--- src/verilog/diag_pkg.sv ---
// Package for the safety sensor diagnostic and status block.
// Assumes a single 20 MHz clock domain.
package diag_pkg;
    localparam int unsigned CLK_HZ           = 20000000;
    // Timing figures in their own units
    localparam int unsigned BLINK_HZ         = 1;
    localparam int unsigned WARN_MINUTES     = 30;
    localparam int unsigned PROT_MINUTES     = 10;
    localparam int unsigned FLASH_PULSE_MS   = 250;
    localparam int unsigned FLASH_PAUSE_MS   = 1500;
    // Cycle counts derived from the rate; every one divides out exactly
    localparam longint unsigned BLINK_HALF_CYC = CLK_HZ / (2 * BLINK_HZ);
    localparam longint unsigned WARN_CYC       = longint'(WARN_MINUTES) * 60 * CLK_HZ;
    localparam longint unsigned PROT_CYC       = longint'(PROT_MINUTES) * 60 * CLK_HZ;
    localparam longint unsigned FLASH_PULSE_CYC = longint'(FLASH_PULSE_MS) * CLK_HZ / 1000;
    localparam longint unsigned FLASH_PAUSE_CYC = longint'(FLASH_PAUSE_MS) * CLK_HZ / 1000;
    // Response byte bit positions
    localparam int unsigned RSP_OUT_EN  = 0;
    localparam int unsigned RSP_ACT     = 1;
    localparam int unsigned RSP_INPUTS  = 4;
    localparam int unsigned RSP_LIMIT   = 5;
    localparam int unsigned RSP_WARN    = 6;
    localparam int unsigned RSP_ERROR   = 7;
    // Request byte bit position
    localparam int unsigned REQ_RESET   = 7;
    // Flash code pulse counts
    localparam logic [2:0] CODE_NONE    = 3'h0;
    localparam logic [2:0] CODE_OUT_A   = 3'h1;
    localparam logic [2:0] CODE_OUT_B   = 3'h2;
    localparam logic [2:0] CODE_CROSS   = 3'h3;
    localparam logic [2:0] CODE_TEMP    = 3'h4;
    localparam logic [2:0] CODE_ACTR    = 3'h5;
    localparam logic [7:0] RSP_RESET    = 8'h00;

    typedef enum logic [2:0] {
        ST_IDLE    = 3'b000,
        ST_ACTIVE  = 3'b001,
        ST_WARN    = 3'b010,
        ST_ERROR   = 3'b011,
        ST_TEACH   = 3'b100,
        ST_PROTECT = 3'b101
    } state_t;
endpackage

--- src/verilog/blink_gen.sv ---
// Free running square wave used for the 1 Hz lamp flashing.
// Assumes a single clock domain.
`timescale 1ns/1ns
`default_nettype none
module blink_gen #(
    parameter int unsigned HALF_CYC = 10000000
) (
    input  wire logic mclk_i,
    input  wire logic rst_n_i,
    output logic      blink_o
);
    localparam int unsigned W = $clog2(HALF_CYC + 1);
    logic [W-1:0] cnt_q;
    wire          wrap = (cnt_q == W'(HALF_CYC - 1));

    always_ff @(posedge mclk_i or negedge rst_n_i) begin
        if (!rst_n_i) begin
            cnt_q   <= '0;
            blink_o <= 1'b0;
        end else begin
            cnt_q   <= wrap ? '0 : cnt_q + W'(1);
            blink_o <= wrap ? ~blink_o : blink_o;
        end
    end
endmodule // blink_gen
`default_nettype wire

--- src/verilog/flash_code_gen.sv ---
// Red lamp flash code: a group of N pulses, then a long pause, repeated.
// Assumes code_i is held steady while a fault stands.
`timescale 1ns/1ns
`default_nettype none
module flash_code_gen #(
    parameter int unsigned PULSE_CYC = 5000000,
    parameter int unsigned PAUSE_CYC = 30000000
) (
    input  wire logic       mclk_i,
    input  wire logic       rst_n_i,
    input  wire logic [2:0] code_i,
    output logic            flash_o
);
    localparam int unsigned W = $clog2(PAUSE_CYC + 1);
    logic [W-1:0] tmr_q;
    logic [3:0]   phase_q;
    // Pause is far longer than a pulse so groups stay countable
    wire in_pause  = (phase_q >= {code_i, 1'b0});
    wire tmr_end   = in_pause ? (tmr_q == W'(PAUSE_CYC - 1)) : (tmr_q == W'(PULSE_CYC - 1));
    wire idle      = (code_i == diag_pkg::CODE_NONE);

    always_ff @(posedge mclk_i or negedge rst_n_i) begin
        if (!rst_n_i) begin
            tmr_q   <= '0;
            phase_q <= 4'h0;
            flash_o <= 1'b0;
        end else if (idle) begin
            tmr_q   <= '0;
            phase_q <= 4'h0;
            flash_o <= 1'b0;
        end else begin
            tmr_q   <= tmr_end ? '0 : tmr_q + W'(1);
            phase_q <= tmr_end ? (in_pause ? 4'h0 : phase_q + 4'h1) : phase_q;
            flash_o <= ~in_pause & ~phase_q[0];
        end
    end
endmodule // flash_code_gen
`default_nettype wire

--- src/verilog/sensor_diag.sv ---
// Overview of operation
// - Green steady when ready, not warning/fault/teach/protect
// - Yellow steady while actuator in range
// - Limit area: yellow blinks 1 Hz, outputs on
// - Fault repeats red flash group, count gives cause
// - Red steady internal fault; with yellow flashing teach
// - Any fault drops diagnostic output at once
// - Uncleared warning drops safety outputs within 30 min
// - Limit area pulses diagnostic output like yellow
// - No actuator all low; actuated clean all high
// - Warning: green off, red flash, yellow on
// - Teach: green off, red on, yellow flashes, outputs low
// - Protection: green flashes, outputs low, 10 min pause
// - Publish response byte, accept request byte continuously
// - Communication loss keeps safety outputs unchanged
// - Response bits 0,1,4: outputs, actuator, inputs
// - Response bits 5,6,7: limit, warning, error
// - Error clears: cause gone and reset fall/guard open
// - Output faults clear only on next guard release
// - Warning clears itself when cause disappears
// - Status bit one means condition present
//
// Diagnostic and status logic of a non-contact safety sensor.
// Assumes the sensing front end supplies synchronous condition levels.
`timescale 1ns/1ns
`default_nettype none
module sensor_diag #(
    parameter longint unsigned WARN_CYC  = diag_pkg::WARN_CYC,
    parameter longint unsigned PROT_CYC  = diag_pkg::PROT_CYC,
    parameter int unsigned     BLINK_CYC = int'(diag_pkg::BLINK_HALF_CYC),
    parameter int unsigned     PULSE_CYC = int'(diag_pkg::FLASH_PULSE_CYC),
    parameter int unsigned     PAUSE_CYC = int'(diag_pkg::FLASH_PAUSE_CYC)
) (
    input  wire logic       mclk_i,
    input  wire logic       rst_n_i,
    input  wire logic       ready_i,
    input  wire logic       actuated_i,
    input  wire logic       limit_area_i,
    input  wire logic       safety_in_a_i,
    input  wire logic       safety_in_b_i,
    input  wire logic       fault_out_a_i,
    input  wire logic       fault_out_b_i,
    input  wire logic       fault_cross_i,
    input  wire logic       fault_temp_i,
    input  wire logic       fault_actuator_i,
    input  wire logic       fault_internal_i,
    input  wire logic       warn_cause_i,
    input  wire logic       teach_i,
    input  wire logic       protect_start_i,
    input  wire logic       comm_ok_i,
    input  wire logic [7:0] request_i,
    output logic            led_green_o,
    output logic            led_yellow_o,
    output logic            led_red_o,
    output logic            diag_out_o,
    output logic            safety_out_a_o,
    output logic            safety_out_b_o,
    output logic [7:0]      response_o
);
    localparam int unsigned WW = $clog2(WARN_CYC + 1);
    localparam int unsigned PW = $clog2(PROT_CYC + 1);

    diag_pkg::state_t state_q;
    diag_pkg::state_t state_d;
    logic [WW-1:0]    warn_cnt_q;
    logic [PW-1:0]    prot_cnt_q;
    logic             req_bit_q;
    logic             out_err_q;
    logic             act_q;
    logic [2:0]       code_q;
    logic             blink;
    logic             flash;

    // Fault and reset decode
    wire out_fault   = fault_out_a_i | fault_out_b_i | fault_cross_i;
    wire any_fault   = out_fault | fault_temp_i | fault_actuator_i | fault_internal_i;
    // A dead link cannot deliver a reset request, so its stale byte is ignored
    wire req_fall    = req_bit_q & ~request_i[diag_pkg::REQ_RESET] & comm_ok_i;
    wire guard_open  = act_q & ~actuated_i;
    wire guard_rel   = ~act_q & actuated_i;
    // Output faults cannot be seen repaired before the guard moves again
    wire clr_ok      = (out_fault | out_err_q) ? guard_rel : (req_fall | guard_open);
    wire warn_expire = (warn_cnt_q == WW'(WARN_CYC - 1));
    wire prot_done   = (prot_cnt_q == PW'(PROT_CYC - 1));
    wire inputs_live = safety_in_a_i & safety_in_b_i;

    // Cause priority for the red flash group
    wire [2:0] code_d = fault_out_a_i    ? diag_pkg::CODE_OUT_A :
                        fault_out_b_i    ? diag_pkg::CODE_OUT_B :
                        fault_cross_i    ? diag_pkg::CODE_CROSS :
                        fault_temp_i     ? diag_pkg::CODE_TEMP  :
                        fault_actuator_i ? diag_pkg::CODE_ACTR  : code_q;

    always_comb begin
        state_d = state_q;
        case (state_q)
            diag_pkg::ST_IDLE: begin
                if (protect_start_i) state_d = diag_pkg::ST_PROTECT;
                else if (teach_i) state_d = diag_pkg::ST_TEACH;
                else if (any_fault) state_d = diag_pkg::ST_ERROR;
                else if (warn_cause_i && actuated_i) state_d = diag_pkg::ST_WARN;
                else if (actuated_i && inputs_live) state_d = diag_pkg::ST_ACTIVE;
            end
            diag_pkg::ST_ACTIVE: begin
                if (any_fault) state_d = diag_pkg::ST_ERROR;
                else if (warn_cause_i) state_d = diag_pkg::ST_WARN;
                else if (!actuated_i || !inputs_live) state_d = diag_pkg::ST_IDLE;
            end
            diag_pkg::ST_WARN: begin
                if (any_fault || warn_expire) state_d = diag_pkg::ST_ERROR;
                else if (!warn_cause_i) state_d = actuated_i ? diag_pkg::ST_ACTIVE : diag_pkg::ST_IDLE;
                else if (!actuated_i) state_d = diag_pkg::ST_IDLE;
            end
            diag_pkg::ST_ERROR: begin
                if (!any_fault && !warn_cause_i && clr_ok) state_d = diag_pkg::ST_IDLE;
            end
            diag_pkg::ST_TEACH: begin
                if (!teach_i) state_d = diag_pkg::ST_IDLE;
            end
            diag_pkg::ST_PROTECT: begin
                if (prot_done) state_d = diag_pkg::ST_IDLE;
            end
            default: state_d = diag_pkg::ST_IDLE;
        endcase
    end

    wire st_idle   = (state_q == diag_pkg::ST_IDLE);
    wire st_active = (state_q == diag_pkg::ST_ACTIVE);
    wire st_warn   = (state_q == diag_pkg::ST_WARN);
    wire st_error  = (state_q == diag_pkg::ST_ERROR);
    wire st_teach  = (state_q == diag_pkg::ST_TEACH);
    wire st_prot   = (state_q == diag_pkg::ST_PROTECT);
    wire err_next  = (state_d == diag_pkg::ST_ERROR);

    // Lamp and output decode
    wire green_d  = st_prot ? blink : ((st_idle | st_active) & ready_i);
    wire yellow_d = st_teach ? blink : (st_prot ? 1'b0 :
                    (actuated_i & ((st_active & limit_area_i) ? blink : 1'b1)));
    wire internal = fault_internal_i & (code_d == diag_pkg::CODE_NONE);
    // Warnings carry no pulse code, so they flash at the lamp rate
    wire red_flash = (code_q == diag_pkg::CODE_NONE) ? blink : flash;
    wire red_d    = st_teach | ((st_error | st_warn) & (internal ? 1'b1 : red_flash));
    // Diagnostic output falls with the fault, safety outputs one cycle later in the error state
    wire diag_d   = st_active & ~any_fault & (limit_area_i ? blink : 1'b1);
    wire safe_en  = st_active | st_warn;
    // A lost link changes nothing here: outputs follow local state only
    wire safe_d   = safe_en;

    wire [7:0] rsp_d = {st_error,
                        st_warn | st_error,
                        st_active & limit_area_i,
                        inputs_live,
                        2'b00,
                        actuated_i & ~fault_actuator_i,
                        safe_d};

    always_ff @(posedge mclk_i or negedge rst_n_i) begin
        if (!rst_n_i) begin
            state_q    <= diag_pkg::ST_IDLE;
            warn_cnt_q <= '0;
            prot_cnt_q <= '0;
            req_bit_q  <= 1'b0;
            out_err_q  <= 1'b0;
            act_q      <= 1'b0;
            code_q     <= diag_pkg::CODE_NONE;
        end else begin
            state_q    <= state_d;
            warn_cnt_q <= st_warn ? warn_cnt_q + WW'(1) : '0;
            prot_cnt_q <= st_prot ? prot_cnt_q + PW'(1) : '0;
            req_bit_q  <= request_i[diag_pkg::REQ_RESET];
            out_err_q  <= err_next & (out_err_q | out_fault);
            act_q      <= actuated_i;
            code_q     <= st_error | st_warn ? code_d : diag_pkg::CODE_NONE;
        end
    end

    always_ff @(posedge mclk_i or negedge rst_n_i) begin
        if (!rst_n_i) begin
            led_green_o    <= 1'b0;
            led_yellow_o   <= 1'b0;
            led_red_o      <= 1'b0;
            diag_out_o     <= 1'b0;
            safety_out_a_o <= 1'b0;
            safety_out_b_o <= 1'b0;
            response_o     <= diag_pkg::RSP_RESET;
        end else begin
            led_green_o    <= green_d;
            led_yellow_o   <= yellow_d;
            led_red_o      <= red_d;
            diag_out_o     <= diag_d;
            safety_out_a_o <= safe_d;
            safety_out_b_o <= safe_d;
            response_o     <= rsp_d;
        end
    end

    blink_gen #(
        .HALF_CYC (BLINK_CYC)
    ) u_blink (
        .mclk_i  (mclk_i),
        .rst_n_i (rst_n_i),
        .blink_o (blink)
    );

    flash_code_gen #(
        .PULSE_CYC (PULSE_CYC),
        .PAUSE_CYC (PAUSE_CYC)
    ) u_flash (
        .mclk_i  (mclk_i),
        .rst_n_i (rst_n_i),
        .code_i  (code_q),
        .flash_o (flash)
    );
endmodule // sensor_diag
`default_nettype wire

--- config.mk ---
export PLATFORM = sky130hd
export DESIGN_NAME = sensor_diag
export DESIGN_NICKNAME = d
export VERILOG_FILES = /design/src/verilog/diag_pkg.sv /design/src/verilog/blink_gen.sv /design/src/verilog/flash_code_gen.sv /design/src/verilog/sensor_diag.sv
export SDC_FILE = /design/constraint.sdc
export NUM_CORES = 1
export LEC_CHECK = 0
export BUFFER_PORTS_ARGS = -buffer_cell sky130_fd_sc_hd__buf_2
export CORE_MARGIN = 2
export CORE_UTILIZATION = 66
export CTS_CLUSTER_DIAMETER = 150
export CTS_CLUSTER_SIZE = 25
export DETAILED_ROUTE_END_ITERATION = 16
export MAX_ROUTING_LAYER = met4
export PLACE_DENSITY = 0.85
export SYNTH_ARGS = -nofsm -noshare
export SYNTH_HDL_FRONTEND = slang
export SYNTH_HIERARCHICAL = 1
export SYNTH_SLANG_ARGS = --single-unit
--- constraint.sdc ---
create_clock -name mclk_i -period 6.06 [get_ports mclk_i]
set_clock_uncertainty 0.05 [all_clocks]
set_input_delay 0.303 -clock mclk_i [delete_from_list [all_inputs] [get_ports mclk_i]]
set_output_delay 0.303 -clock mclk_i [all_outputs]
set_load 0.02 [all_outputs]
Word-level counts from Yosys, hierarchy flattened:

Cells that the tools add are included.

* output and inout port bits: 14
* input bits: 25
* register bits after elaboration: 145
* word-level logic and storage cells: 123

* equality and inequality tests: 11
* bitwise logic cells: 34
* reduce and logical (&&, ||, !) cells: 14
* mux-type cells: 40
* order comparisons: 1
* add/sub/neg operators: 5

Operators with widths (number)
* two-way mux 3 bit: 20
* two-way mux 25 bit: 2
* adder 36 x 1 -> 36 bit (second input constant): 1
* equality test 36 bit (second input constant): 1
* two-way mux 36 bit: 1
* adder 34 x 1 -> 34 bit (second input constant): 1
* equality test 34 bit (second input constant): 1
* two-way mux 34 bit: 1
* adder 25 x 1 -> 25 bit (second input constant): 1
* equality test 25 x 23 -> 1 bit (second input constant): 1
* equality test 25 bit (second input constant): 1
* adder 24 x 1 -> 24 bit (second input constant): 1
* equality test 24 bit (second input constant): 1
* two-way mux 24 bit: 1
* one-hot mux 3 bit (6 select lines): 1
* bitwise AND 1 bit: 15
* two-way mux 4 bit: 3
* two-way mux 1 bit: 11
* bitwise OR 1 bit: 11
* equality test 3 x 2 -> 1 bit (second input constant): 3
* zero test 3 bit: 3
* inverter 1 bit: 8
* equality test 3 bit (second input constant): 2
* adder 4 x 1 -> 4 bit (second input constant): 1
* other kinds (6): 13

Logic depth before layout (Yosys ltp):

Gate-level depths: netlist (run 1).

* depth in word-level cells: 12
* depth in mapped cells: 9
* depth with buffers taken out: 7

Modules after synthesis:

The synthesis (run 1) kept the hierarchy.

By module, submodules not included
* sensor_diag: area an instance 4590.7 µm², seq. area each 2227.1 µm², times used 1, cells an instance 465
* flash_code_gen: area an instance 1642.8 µm², seq. area each 750.7 µm², times used 1, cells an instance 169
* blink_gen: area an instance 1206.2 µm², seq. area each 625.6 µm², times used 1, cells an instance 114

Least setup slack after synthesis (run 1):

OpenSTA, ideal clock, no wires.

* kind: flip-flop to flip-flop
* start: register u_flash.tmr_q[6]
* end: register u_flash.tmr_q[15]
* buffers on the path: 2
* data required time: 5874 ps
* setup time: 136 ps
* clock period less this slack: 2163 ps
* arrival time: 1977 ps
* cell stages (with the launch flop): 8
* slack: 3897 ps
* cell sequence: dfrtp_1 or4b_1 nor4b_2 or3b_1 a21oi_2 buf_4 buf_6 nor3_1

* cells in the longest elaborated chain, start to end: 4
* elaborated cells between the ends (all ways): 6
* those cells by class: 1 x add/sub; 2 x eq/ne; 3 x mux

RTL lines
* start, declared: RTL line flash_code_gen.sv:15 `logic [W-1:0] tmr_q;`
* start signal, assigned: RTL line flash_code_gen.sv:32 `tmr_q <= tmr_end ? '0 : tmr_q + W'(1);`
* branches (longest 2 deep; another with adder 25 x 1 -> 25 bit)
* two-way mux 25 bit *: RTL line flash_code_gen.sv:32
* two-way mux 25 bit *: RTL line flash_code_gen.sv:27 `end else if (idle) begin`

Every way passes the cells marked *.
A chain may end at the register's enable or synchronous reset.

Worst setup path in the final report (run 1):

* start: register u_flash.tmr_q[6]
* end: register u_flash.phase_q[0]

* cells in the longest elaborated chain, start to end: 3
* elaborated cells between the ends (all ways): 4
* those cells by class: 2 x eq/ne; 1 x mux; 1 x reduce/logical

RTL lines
* equality test 25 x 23 -> 1 bit / equality test 25 bit (equally long branches): RTL line flash_code_gen.sv:19 `wire tmr_end = in_pause ? (tmr_q == W'(PAUSE_CYC - 1)) : (tmr_q == W'(PULSE_CYC - 1));`
* two-way mux 1 bit *: RTL line flash_code_gen.sv:19
* nonzero test 2 bit (no line) *
* end signal, assigned: RTL line flash_code_gen.sv:33 `phase_q <= tmr_end ? (in_pause ? 4'h0 : phase_q + 4'h1) : phase_q;`
* end, declared: RTL line flash_code_gen.sv:16 `logic [3:0] phase_q;`

Every way passes the cells marked *; elsewhere a longest branch is shown, timed or not.

==> flow_metrics.py, run 1 <==
metrics = {
    "logic_synthesis": {
        "synth.lib_cells_used.distinct": 68,
        "synth.yosys.seq_area_share": 0.484,
        "postSynth.topFlopCell": "sky130_fd_sc_hd__dfrtp_1",
        "netlist_instances": 748,
        "synth_edf_count": 0,
        "avgSynthCellArea_um2": 9.95,
        "ys.warnings.count": 6,
        "ys_ff_latch": 144,
        "fraction_of_registers_with_async_set_or_reset_after_synthesis": 1.00,
        "netlist_area_um2": 7440,
    },
    "min_path": {
        "hold_depth": 1,
        "min_from": "actuated_i",
        "min_delay_worst_endpoint": "act_q$_DFF_PN0_",
        "type_of_the_tightest_min_delay_check": "in -> reg",
    },
    "floorplan": {
        "start_util": 0.680,
        "pin_count": 39,
        "die-area_um2": 12100,
        "die_width_um": 110,
        "design.core.area_um2": 10900,
        "die_height_um": 110,
        "fp-row-count": 38,
    },
    "setup_path": {
        "rr_endpoint": "u_flash/phase_q[0]$_DFFE_PN0P_",
        "cell_breakdown_of_the_critical_path": "or4b_1, nor4b_2, or3b_1, a21oi_2, o21ai_0",
        "startpoint_type": "flip-flop",
        "worst_setup_end_kind": "flip-flop",
        "crit_path_max_incr_delay_ns": 0.94,
        "worstPathMaxFanout": 29,
        "timing.reg2reg.setup_slack_ns": 2.99,
        "setup.worst_path.class": "reg -> reg",
        "reg2regPathDepth": 5,
        "crit_path_top_delay_cell": "sky130_fd_sc_hd__a21oi_2",
        "arrival_ns": 3.27,
        "worst_r2r_start": "u_flash/tmr_q[6]$_DFF_PN0_",
        "critical_path_required_ns": 6.25,
    },
    "sta": {
        "layout_worst_path_cycle_share": 0.507,
        "rsz0062_at_grt": "no",
        "worst_tran_pin_value_ns": 1.19,
        "final-hold-violation-count": 0,
        "finalMaxSlewViolations": 0,
        "fin_worst_hold_slack_ns": 0.0500,
        "finalCriticalPeriod_ns": 3.07,
        "fmax_mhz": 325,
        "setup_violations": 0,
        "setup_total_negative_slack_ns": 0,
        "maxSlewHeadroom": 0.205,
    },
    "cells_and_area": {
        "share_of_the_core_filled_with_cells": 0.753,
        "relative_area_change_from_synthesis_to_final_layout_pct": 10.6,
        "layout-drive-gt1-share": 0.125,
        "finish.instance_area_um2": 8230,
        "num-nets-final": 809,
    },
    "clock_tree": {
        "post_cts.resized_instances": 0,
        "post_cts_buffers": 0,
        "tritoncts.num_buffers": 17,
        "tritoncts": "done",
        "number_of_buffers_between_clock_root_and_the_deepest_sink": 2,
        "htree_levels": 4,
        "clock_sink_count": 144,
        "cts.hold.buffers_added": 2,
        "clk_pin_slew_ns": 0.06,
        "ctsRootBufferMaster": "sky130_fd_sc_hd__clkbuf_16",
        "worst_skew_pair.late_latency_ns": 0.42,
    },
    "routing": {
        "first_iter_violations": 481,
        "met1Wirelength_um": 6850,
        "vias_per_cell": 6.14,
        "met2_length_um": 7970,
        "drcViolationCount": 0,
        "final_antenna_net_count": 0,
        "wl_per_cell_um": 17.1,
        "wl_met3_um": 829,
        "firstDrtPassIters": 5,
        "route.vias.total": 5718,
        "drt_wl_total_um": 15900,
        "routed.top_layer": "met4",
    },
    "outcome": {
        "status": "finished, final reports clean",
    },
    "global_routing": {
        "grtUsageTotal": 0.294,
        "grt_first_pass_wirelength_um": 26900,
        "grt_antenna_before_repair": 5,
        "maximum_number_of_pins_on_one_net_before_global_route_repair": 78,
        "remaining_global_route_overflow": 0,
        "vias_in_the_first_global_route": 5735,
    },
    "placed_design": {
        "detailedPlacementHpwl_um": 10500,
        "portBuffers": 29,
        "gp_congestion": 0.885,
        "placed_cell_area_um2": 7620,
    },
    "power_and_ir_drop": {
        "leakagePower_nw": 3.57,
        "power.ir.vdd_worst_mv": 0.326,
        "design_power_total_mw": 2.02,
        "power_per_cell_area_nw_per_um2": 245,
    },
    "flow_run": {
        "maxCapViolCount": 0,
    },
}
worst max-delay path: cells and delay by family, from the launching register on:
| kind | cells | cell delay, ns |
|---|---|---|
| AOI/OAI and AO/OA | 2 | 1.17 |
| DFF | 1 | 0.44 |
| and+or+nand+nor | 3 | 1.24 |
per-stage QoR:
stage,setup WS [ns],std cells
2_1_floorplan,3.90,749
4_1_cts,2.97,927
5_1_grt,2.77,932
3_5_place_dp,2.96,895
6_report,2.99,932
3_3_place_gp,3.08,895
synthesized netlist by cell type, types with 3 or more instances:
cell type | number | area share
sky130_fd_sc_hd__nor2_1 | 88 | 0.044
sky130_fd_sc_hd__and2_1 | 8 | 0.0067
sky130_fd_sc_hd__clkbuf_8 | 3 | 0.0056
sky130_fd_sc_hd__nand2_1 | 40 | 0.020
sky130_fd_sc_hd__nor3_2 | 3 | 0.0040
sky130_fd_sc_hd__clkbuf_1 | 10 | 0.0050
sky130_fd_sc_hd__and3_1 | 16 | 0.013
sky130_fd_sc_hd__o211ai_1 | 3 | 0.0030
sky130_fd_sc_hd__nor3_1 | 43 | 0.029
sky130_fd_sc_hd__xnor2_1 | 41 | 0.048
sky130_fd_sc_hd__nand3_1 | 46 | 0.031
sky130_fd_sc_hd__xor2_1 | 57 | 0.067
sky130_fd_sc_hd__inv_1 | 23 | 0.012
sky130_fd_sc_hd__nand4_1 | 41 | 0.034
sky130_fd_sc_hd__nand4_2 | 5 | 0.0084
sky130_fd_sc_hd__dfrtp_1 | 144 | 0.48
sky130_fd_sc_hd__ha_1 | 8 | 0.013
sky130_fd_sc_hd__buf_4 | 7 | 0.0071
sky130_fd_sc_hd__nor2b_1 | 5 | 0.0042
sky130_fd_sc_hd__nand2b_1 | 5 | 0.0042
sky130_fd_sc_hd__and4_1 | 14 | 0.016
sky130_fd_sc_hd__o21ai_0 | 22 | 0.015
sky130_fd_sc_hd__nor4_1 | 13 | 0.011
sky130_fd_sc_hd__or3_1 | 14 | 0.012
sky130_fd_sc_hd__a21oi_1 | 23 | 0.015
sky130_fd_sc_hd__nor4b_1 | 5 | 0.0059
sky130_fd_sc_hd__or2_2 | 3 | 0.0025
sky130_fd_sc_hd__nor3b_1 | 3 | 0.0030
sky130_fd_sc_hd__o2111a_1 | 3 | 0.0045
sky130_fd_sc_hd__buf_6 | 3 | 0.0045
placed cells by master (no fill, tap or decap), types with 16 or more instances in the layout:
master                      count
sky130_fd_sc_hd__dfrtp_1      144
sky130_fd_sc_hd__nor2_1        88
sky130_fd_sc_hd__xor2_1        57
sky130_fd_sc_hd__nand3_1       46
sky130_fd_sc_hd__nor3_1        42
sky130_fd_sc_hd__nand4_1       41
sky130_fd_sc_hd__xnor2_1       41
sky130_fd_sc_hd__nand2_1       40
sky130_fd_sc_hd__buf_2         28
sky130_fd_sc_hd__inv_1         23
sky130_fd_sc_hd__a21oi_1       23
sky130_fd_sc_hd__o21ai_0       22
sky130_fd_sc_hd__clkbuf_16     17
sky130_fd_sc_hd__and3_1        16
sequential cells by signal, indices dropped and copies added (netlist names), 3 cells and up:
signal,cells
response_o,6
u_blink/cnt_q,24
u_flash/phase_q,4
state_q,3
u_flash/tmr_q,25
warn_cnt_q,36
code_q,3
prot_cnt_q,34
metal layers:
layer,vias to the layer above,global-route usage
li1,2714,-
met1,2843,0.359
met2,131,0.474
met3,30,0.0864
met4,0,0.0946
met5,-,-
logic make-up after synthesis:
family | count (synthesis) | share of synthesized area
AO/OA/AOI/OAI | 67 | 0.0570
flip-flops | 144 | 0.484
other | 1 | 0.000504
XOR/XNOR | 98 | 0.115
buffers and inverters | 49 | 0.0357
adder cells (fa/ha/maj) | 8 | 0.0135
multiplexers | 1 | 0.00151
AND/OR/NAND/NOR | 380 | 0.292
power breakdown:
part           internal [mW]  switching, mW
registers              0.963       0.000376
logic                0.00953         0.0287
clock network          0.631          0.387
total                   1.60          0.416
worst max-delay path by stage:
stage | from | endpoint | slack, ns | cells after the start
3_5_place_dp | u_flash/tmr_q[6]$_DFF_PN0_ | u_flash/phase_q[0]$_DFFE_PN0P_ | 2.96 | 5
4_1_cts | u_flash/tmr_q[6]$_DFF_PN0_ | u_flash/phase_q[0]$_DFFE_PN0P_ | 2.97 | 5
2_1_floorplan | u_flash/tmr_q[6]$_DFF_PN0_ | u_flash/tmr_q[15]$_DFF_PN0_ | 3.90 | 7
5_1_grt | u_flash/tmr_q[6]$_DFF_PN0_ | u_flash/phase_q[0]$_DFFE_PN0P_ | 2.77 | 5
6_report | u_flash/tmr_q[6]$_DFF_PN0_ | u_flash/phase_q[0]$_DFFE_PN0P_ | 2.99 | 5
3_3_place_gp | u_flash/tmr_q[6]$_DFF_PN0_ | u_flash/phase_q[1]$_DFFE_PN0P_ | 3.08 | 5
cell type report:
type / instances / area [um2]
flip-flops and latches: 144 / 3600
fillers: 748 / 2710
clock buffers: 20 / 467
inverters: 23 / 86.3
diodes: 5 / 12.5
clock inverters: 10 / 113
multi-input cells: 556 / 3580
repair buffers: 34 / 194
well taps: 140 / 175
(Power assumes the default switching activity.)
==> run 2: changes to the inputs <==
--- a/config.mk
+++ b/config.mk
@@ -5,14 +5,15 @@
 export SDC_FILE = /design/constraint.sdc
 export NUM_CORES = 1
 export LEC_CHECK = 0
+export ABC_AREA = 1
 export BUFFER_PORTS_ARGS = -buffer_cell sky130_fd_sc_hd__buf_2
 export CORE_MARGIN = 2
-export CORE_UTILIZATION = 66
+export CORE_UTILIZATION = 62
 export CTS_CLUSTER_DIAMETER = 150
 export CTS_CLUSTER_SIZE = 25
 export DETAILED_ROUTE_END_ITERATION = 16
 export MAX_ROUTING_LAYER = met4
-export PLACE_DENSITY = 0.85
+export PLACE_DENSITY = 0.8
 export SYNTH_ARGS = -nofsm -noshare
 export SYNTH_HDL_FRONTEND = slang
 export SYNTH_HIERARCHICAL = 1
==> constraint.sdc (replaced) <==
create_clock -name mclk_i -period 3.2 [get_ports mclk_i]
set_clock_uncertainty 0.05 [all_clocks]
set_input_delay 0.16 -clock mclk_i [delete_from_list [all_inputs] [get_ports mclk_i]]
set_output_delay 0.16 -clock mclk_i [all_outputs]
set_load 0.02 [all_outputs]
==> flow_metrics.py, run 2 <==
metrics = {
    "cells_and_area": {
        "mostFrequentLayoutCells": "sky130_fd_sc_hd__nand2_1 (274), sky130_fd_sc_hd__nor2_1 (231), sky130_fd_sc_hd__dfrtp_1 (144)",
        "layout-drive-gt1-share": 0.104,
        "most_flop_heavy_register": "warn_cnt_q",
        "final_common_cell": "sky130_fd_sc_hd__nand2_1",
        "reg.largest.list": "warn_cnt_q (36), prot_cnt_q (34), u_flash/tmr_q (25)",
        "fillerInstances": 1096,
        "largest_register_ff_count": 36,
        "num-nets-final": 1232,
        "finish.instance_area_um2": 9490,
        "relative_area_change_from_synthesis_to_final_layout_pct": 12.2,
    },
    "sta": {
        "rsz0062_at_grt": "no",
        "finalCriticalPeriod_ns": 2.06,
        "final-hold-violation-count": 0,
        "setup_violations": 0,
        "worst_tran_pin_value_ns": 0.645,
        "maxSlewHeadroom": 0.570,
        "finalMaxSlewViolations": 0,
        "setup_total_negative_slack_ns": 0,
        "fmax_mhz": 486,
        "layout_worst_path_cycle_share": 0.643,
    },
    "logic_synthesis": {
        "avgSynthCellArea_um2": 7.37,
        "netlist_area_um2": 8460,
        "postSynth.topFlopCell": "sky130_fd_sc_hd__dfrtp_1",
        "ys_ff_latch": 144,
        "synth_largest_area_cell": "sky130_fd_sc_hd__dfrtp_1",
        "synth_top_cell_area_share": 0.426,
        "most_repeated_cell_in_the_gate_level_netlist_after_synthesis": "sky130_fd_sc_hd__nand2_1",
        "netlist_instances": 1148,
        "synth.cells.most_frequent": "sky130_fd_sc_hd__nand2_1 (274), sky130_fd_sc_hd__nor2_1 (231), sky130_fd_sc_hd__dfrtp_1 (144), sky130_fd_sc_hd__inv_1 (141), sky130_fd_sc_hd__nand3_1 (67)",
        "synth.yosys.seq_area_share": 0.426,
        "synth_edf_count": 0,
        "fraction_of_registers_with_async_set_or_reset_after_synthesis": 1.00,
        "ys.warnings.count": 6,
        "yosys-top-cells-area": "sky130_fd_sc_hd__dfrtp_1 (43%), sky130_fd_sc_hd__nand2_1 (12%), sky130_fd_sc_hd__nor2_1 (10%)",
        "synth.lib_cells_used.distinct": 41,
    },
    "setup_path": {
        "setup.worst_path.class": "reg -> reg",
        "arrival_ns": 2.37,
        "worst_setup_end_kind": "flip-flop",
        "startpoint_type": "flip-flop",
        "worstPathMaxFanout": 26,
        "critical_path_required_ns": 3.51,
        "timing.reg2reg.setup_slack_ns": 1.14,
    },
    "floorplan": {
        "design.core.area_um2": 13300,
        "pin_count": 39,
        "start_util": 0.636,
        "die-area_um2": 14600,
        "fp-row-count": 42,
        "die_width_um": 121,
        "die_height_um": 121,
    },
    "power_and_ir_drop": {
        "power_per_cell_area_nw_per_um2": 523,
        "p_int_mw": 3.50,
        "power.ir.vdd_worst_mv": 0.443,
        "share_clk_of_total_power": 0.412,
        "power.share.switching": 0.296,
        "pwr-share-comb": 0.177,
        "seq_power_share": 0.411,
        "leakagePower_nw": 4.10,
        "net_sw_power_mw": 1.47,
    },
    "placed_design": {
        "portBuffers": 29,
        "detailedPlacementHpwl_um": 14200,
        "placed_cell_area_um2": 8780,
        "gp_congestion": 0.979,
    },
    "clock_tree": {
        "tritoncts.num_buffers": 17,
        "tritoncts": "done",
        "htree_levels": 4,
        "ctsRootBufferMaster": "sky130_fd_sc_hd__clkbuf_16",
        "post_cts_buffers": 0,
        "cts.hold.buffers_added": 10,
        "number_of_buffers_between_clock_root_and_the_deepest_sink": 2,
        "clock_sink_count": 144,
        "clk_pin_slew_ns": 0.06,
        "post_cts.resized_instances": 0,
        "worst_skew_pair.late_latency_ns": 0.43,
    },
    "global_routing": {
        "grt_first_pass_wirelength_um": 33500,
        "grtUsageTotal": 0.298,
        "grt_antenna_before_repair": 1,
        "maximum_number_of_pins_on_one_net_before_global_route_repair": 73,
        "vias_in_the_first_global_route": 7146,
        "remaining_global_route_overflow": 0,
    },
    "routing": {
        "first_iter_violations": 706,
        "drcViolationCount": 0,
        "drt_wl_total_um": 19400,
        "final_antenna_net_count": 0,
        "vias_per_cell": 5.40,
        "route.vias.total": 7497,
        "wl_per_cell_um": 14.0,
        "firstDrtPassIters": 6,
    },
    "outcome": {
        "status": "finished, final reports clean",
    },
    "min_path": {
        "type_of_the_tightest_min_delay_check": "in -> reg",
    },
    "flow_run": {
        "maxCapViolCount": 0,
    },
}
## run 2: changes by cell type in the layout (fill, tap and decap cells not counted), moves of 9 or more
cell                      previous run  this run
sky130_fd_sc_hd__a21oi_1            23        34
sky130_fd_sc_hd__and3_1             16         0
sky130_fd_sc_hd__and4_1             14         0
sky130_fd_sc_hd__inv_1              23       141
sky130_fd_sc_hd__nand2_1            40       274
sky130_fd_sc_hd__nand2_2             0        12
sky130_fd_sc_hd__nand3_1            46        67
sky130_fd_sc_hd__nand4_1            41        25
sky130_fd_sc_hd__nor2_1             88       231
sky130_fd_sc_hd__nor2_2              0         9
sky130_fd_sc_hd__nor2_4              0        17
sky130_fd_sc_hd__nor4_1             13         4
sky130_fd_sc_hd__or3_1              14         0
sky130_fd_sc_hd__xnor2_1            41        12
## run 2: critical path, stage by stage, from the launching register on
cell	delay, ns
sky130_fd_sc_hd__dfrtp_1	0.52
sky130_fd_sc_hd__inv_2	0.12
sky130_fd_sc_hd__nor3_4	0.52
sky130_fd_sc_hd__inv_2	0.37
sky130_fd_sc_hd__o21ai_0	0.26
sky130_fd_sc_hd__o21a_1	0.15
## run 2: stage by stage
| step | power (mW) | utilization | hold WS [ns] | cells | setup slack, ns |
|---|---|---|---|---|---|
| 3_3_place_gp | 2.92 | 0.661 | 0.156 | 1346 | 1.25 |
| 3_5_place_dp | 2.94 | 0.661 | 0.163 | 1346 | 1.22 |
| 5_1_grt | 5.22 | 0.714 | 0.0434 | 1388 | 1.02 |
| 4_1_cts | 5.00 | 0.714 | 0.0298 | 1387 | 1.20 |
| 6_report | 4.97 | 0.714 | 0.0463 | 1388 | 1.14 |
| 2_1_floorplan | 2.71 | - | -0.186 | 1149 | 1.56 |
## run 2: final cells by class
class,instances,area [um2],area share
inverter,150,566,0.0596
clock buffer,26,509,0.0536
timing repair buffer,43,282,0.0297
sequential,144,3600,0.380
tap,176,220,0.0232
antenna,1,2.50,0.000264
clock inverter,5,100,0.0105
multi-input combinational,843,4210,0.444
## run 2: worst paths after layout
check	cells after the start	end	startpoint
max in group asynchronous	3	u_flash/tmr_q[12]$_DFF_PN0_	rst_n_i
worst min-delay path	4	code_q[2]$_DFF_PN0_	fault_out_b_i
worst max register to register	5	prot_cnt_q[12]$_DFF_PN0_	state_q[0]$_DFF_PN0_
min in group asynchronous	2	u_blink/cnt_q[6]$_DFF_PN0_	rst_n_i
worst min register to register	1	u_blink/cnt_q[0]$_DFF_PN0_	u_blink/cnt_q[0]$_DFF_PN0_
worst max-delay path	5	prot_cnt_q[12]$_DFF_PN0_	state_q[0]$_DFF_PN0_
## run 2: kinds of logic (layout without fill, tap and decap cells)
group,after synthesis,count (layout),synth area share
flip-flops,144,144,0.426
adder cells (fa/ha/maj),8,8,0.0118
other,1,3,0.000443
buffers and inverters,162,224,0.0769
XOR/XNOR,63,63,0.0652
AO/OA/AOI/OAI,67,67,0.0413
AND/OR/NAND/NOR,703,703,0.379
## run 2: power groups by stage
stage / Sequential [mW] / Combinational (mW) / Clock [mW]
after floorplan: 2.09 / 0.613 / 0
after global placement: 2.07 / 0.851 / 0
after detailed placement: 2.07 / 0.866 / 0
after CTS: 2.04 / 0.879 / 2.08
after global routing: 2.06 / 1.00 / 2.16
final: 2.04 / 0.879 / 2.05
## run 2: per-layer routing
metal	wire, um	up-vias	GRT usage	share of wire
li1	-	3706	-	-
met1	9100	3520	0.399	0.47
met2	8960	236	0.455	0.46
met3	1010	35	0.0684	0.052
met4	317	0	0.0916	0.016
met5	0	-	-	0
==> run 3: changes to the inputs <==
==> constraint.sdc (replaced) <==
create_clock -name mclk_i -period 2 [get_ports mclk_i]
set_clock_uncertainty 0.05 [all_clocks]
set_input_delay 0.1 -clock mclk_i [delete_from_list [all_inputs] [get_ports mclk_i]]
set_output_delay 0.1 -clock mclk_i [all_outputs]
set_load 0.02 [all_outputs]
==> flow_metrics.py, run 3 (synthesized netlist as in run 2, its figures left out) <==
metrics = {
    "routing": {
        "wl_per_cell_um": 14.0,
        "vias_per_cell": 5.34,
        "drt_wl_total_um": 19600,
        "drcViolationCount": 0,
        "first_iter_violations": 650,
        "final_antenna_net_count": 0,
        "route.vias.total": 7450,
        "firstDrtPassIters": 6,
    },
    "power_and_ir_drop": {
        "power_per_cell_area_nw_per_um2": 825,
        "share_clk_of_total_power": 0.401,
        "seq_power_share": 0.415,
        "pwr-share-comb": 0.184,
        "net_sw_power_mw": 2.37,
        "leakagePower_nw": 4.13,
        "power.ir.vdd_worst_mv": 0.790,
        "design_power_total_mw": 7.87,
        "power.share.switching": 0.301,
        "p_int_mw": 5.50,
    },
    "placed_design": {
        "placed_cell_area_um2": 8820,
        "portBuffers": 29,
        "gp_congestion": 0.955,
        "detailedPlacementHpwl_um": 14200,
    },
    "cells_and_area": {
        "layout-drive-gt1-share": 0.109,
        "seqCellArea_um2": 3600,
        "most_flop_heavy_register": "warn_cnt_q",
        "fillerInstances": 1084,
        "num-nets-final": 1238,
        "relative_area_change_from_synthesis_to_final_layout_pct": 12.8,
        "multiInputGateArea_um2": 4220,
        "final_common_cell": "sky130_fd_sc_hd__nand2_1",
        "finish.instance_area_um2": 9540,
        "reg.largest.list": "warn_cnt_q (36), prot_cnt_q (34), u_flash/tmr_q (25)",
        "mostFrequentLayoutCells": "sky130_fd_sc_hd__nand2_1 (273), sky130_fd_sc_hd__nor2_1 (231), sky130_fd_sc_hd__dfrtp_1 (143)",
        "largest_register_ff_count": 36,
    },
    "sta": {
        "layout_worst_path_cycle_share": 0.915,
        "final-hold-violation-count": 0,
        "fmax_mhz": 547,
        "finalCriticalPeriod_ns": 1.83,
        "setup_violations": 0,
        "setup_total_negative_slack_ns": 0,
        "finalMaxSlewViolations": 0,
        "rsz0062_at_grt": "no",
    },
    "clock_tree": {
        "tritoncts.num_buffers": 17,
        "clock_sink_count": 144,
        "worst_skew_pair.late_latency_ns": 0.42,
        "number_of_buffers_between_clock_root_and_the_deepest_sink": 2,
        "clk_pin_slew_ns": 0.06,
        "htree_levels": 4,
        "tritoncts": "done",
        "ctsRootBufferMaster": "sky130_fd_sc_hd__clkbuf_16",
    },
    "setup_path": {
        "arrival_ns": 2.09,
        "worstPathMaxFanout": 3,
        "worstSetupStartpoint": "safety_in_b_i",
        "timing.reg2reg.setup_slack_ns": 0.17,
        "worst_r2r_start": "code_q[2]$_DFF_PN0_",
        "crit_end": "out_err_q$_DFF_PN0_",
        "critical_path_required_ns": 2.27,
        "reg2regPathDepth": 12,
        "rr_endpoint": "u_flash/phase_q[3]$_DFFE_PN0P_",
        "worst_setup_end_kind": "flip-flop",
        "setup.worst_path.class": "in -> reg",
        "startpoint_type": "input pin",
    },
    "global_routing": {
        "grt_first_pass_wirelength_um": 33300,
        "vias_in_the_first_global_route": 7227,
        "grtUsageTotal": 0.296,
        "remaining_global_route_overflow": 0,
        "maximum_number_of_pins_on_one_net_before_global_route_repair": 49,
        "grt_antenna_before_repair": 0,
    },
    "floorplan": {
        "fp-row-count": 42,
        "die-area_um2": 14600,
        "design.core.area_um2": 13300,
        "die_width_um": 121,
        "pin_count": 39,
        "die_height_um": 121,
        "start_util": 0.636,
    },
    "min_path": {
        "type_of_the_tightest_min_delay_check": "in -> reg",
        "min_from": "fault_out_b_i",
    },
    "outcome": {
        "status": "finished, final reports clean",
    },
    "flow_run": {
        "maxCapViolCount": 0,
    },
}
==> run 3: repair_timing <==
item                                    CTS  global route
endpoints found under the setup margin    0             5
buffers inserted                          0             0
hold buffers                             12             0
gates resized for setup                   0             3
endpoints found under the hold margin    95             0
==> run 3: cell type report <==
cell class | count | share of cell area
multi-input cells | 843 | 0.442
clock inverters | 5 | 0.00787
diodes | 1 | 0.000262
well taps | 176 | 0.0231
inverters | 150 | 0.0593
flip-flops and latches | 144 | 0.378
clock buffers | 27 | 0.0538
repair buffers | 49 | 0.0361
==> run 3: how the worst min path moves through the flow <==
stage	end	cells past startpoint	slack (ns)
global placement	u_blink/cnt_q[8]$_DFF_PN0_	1	0.02
detailed placement	u_blink/cnt_q[8]$_DFF_PN0_	1	0.02
finish	code_q[0]$_DFF_PN0_	4	0.02
floorplan	act_q$_DFF_PN0_	0	-0.25
global route	code_q[0]$_DFF_PN0_	4	0.03
CTS	state_q[2]$_DFF_PN0_	5	0.01
==> run 3: per-stage QoR <==
| stage | utilization | std cells | hold WS (ns) | setup slack (ns) |
|---|---|---|---|---|
| after floorplan | - | 1149 | -0.246 | 0.364 |
| after global placement | 0.664 | 1350 | 0.0164 | 0.235 |
| after detailed placement | 0.664 | 1350 | 0.0213 | 0.144 |
| after CTS | 0.717 | 1394 | 0.0115 | 0.142 |
| after global routing | 0.718 | 1394 | 0.0272 | 0.0104 |
| final | 0.718 | 1395 | 0.0221 | 0.171 |
==> run 3: critical path: stages <==
cell,delay (ns)
sky130_fd_sc_hd__dlygate4sd3_1,0.54
sky130_fd_sc_hd__buf_2,0.13
sky130_fd_sc_hd__nand2_1,0.06
sky130_fd_sc_hd__dlygate4sd3_1,0.56
sky130_fd_sc_hd__inv_1,0.08
sky130_fd_sc_hd__nand3_1,0.07
sky130_fd_sc_hd__nand3_1,0.08
sky130_fd_sc_hd__nand2_1,0.07
sky130_fd_sc_hd__nand2_1,0.05
sky130_fd_sc_hd__a21oi_1,0.14
sky130_fd_sc_hd__nand2_1,0.10
sky130_fd_sc_hd__nand2_1,0.08
sky130_fd_sc_hd__nor2_1,0.04
==> run 3: power groups by stage <==
stage                     registers [mW]  logic (mW)  clock network, mW
after CTS                           3.27        1.44               3.19
after global routing                3.29        1.63               3.33
after detailed placement            3.32        1.42                  0
final                               3.27        1.45               3.15
after global placement              3.31        1.38                  0
after floorplan                     3.35       0.980                  0
==> run 3: routing by layer <==
layer  GRT usage  share of wire  routed length [um]  vias to the layer above
li1            -              -                   -                     3733
met1       0.390           0.46                9090                     3494
met2       0.468           0.47                9130                      185
met3      0.0566          0.049                 951                       38
met4      0.0887          0.020                 389                        0
met5           -              0                   0                        -
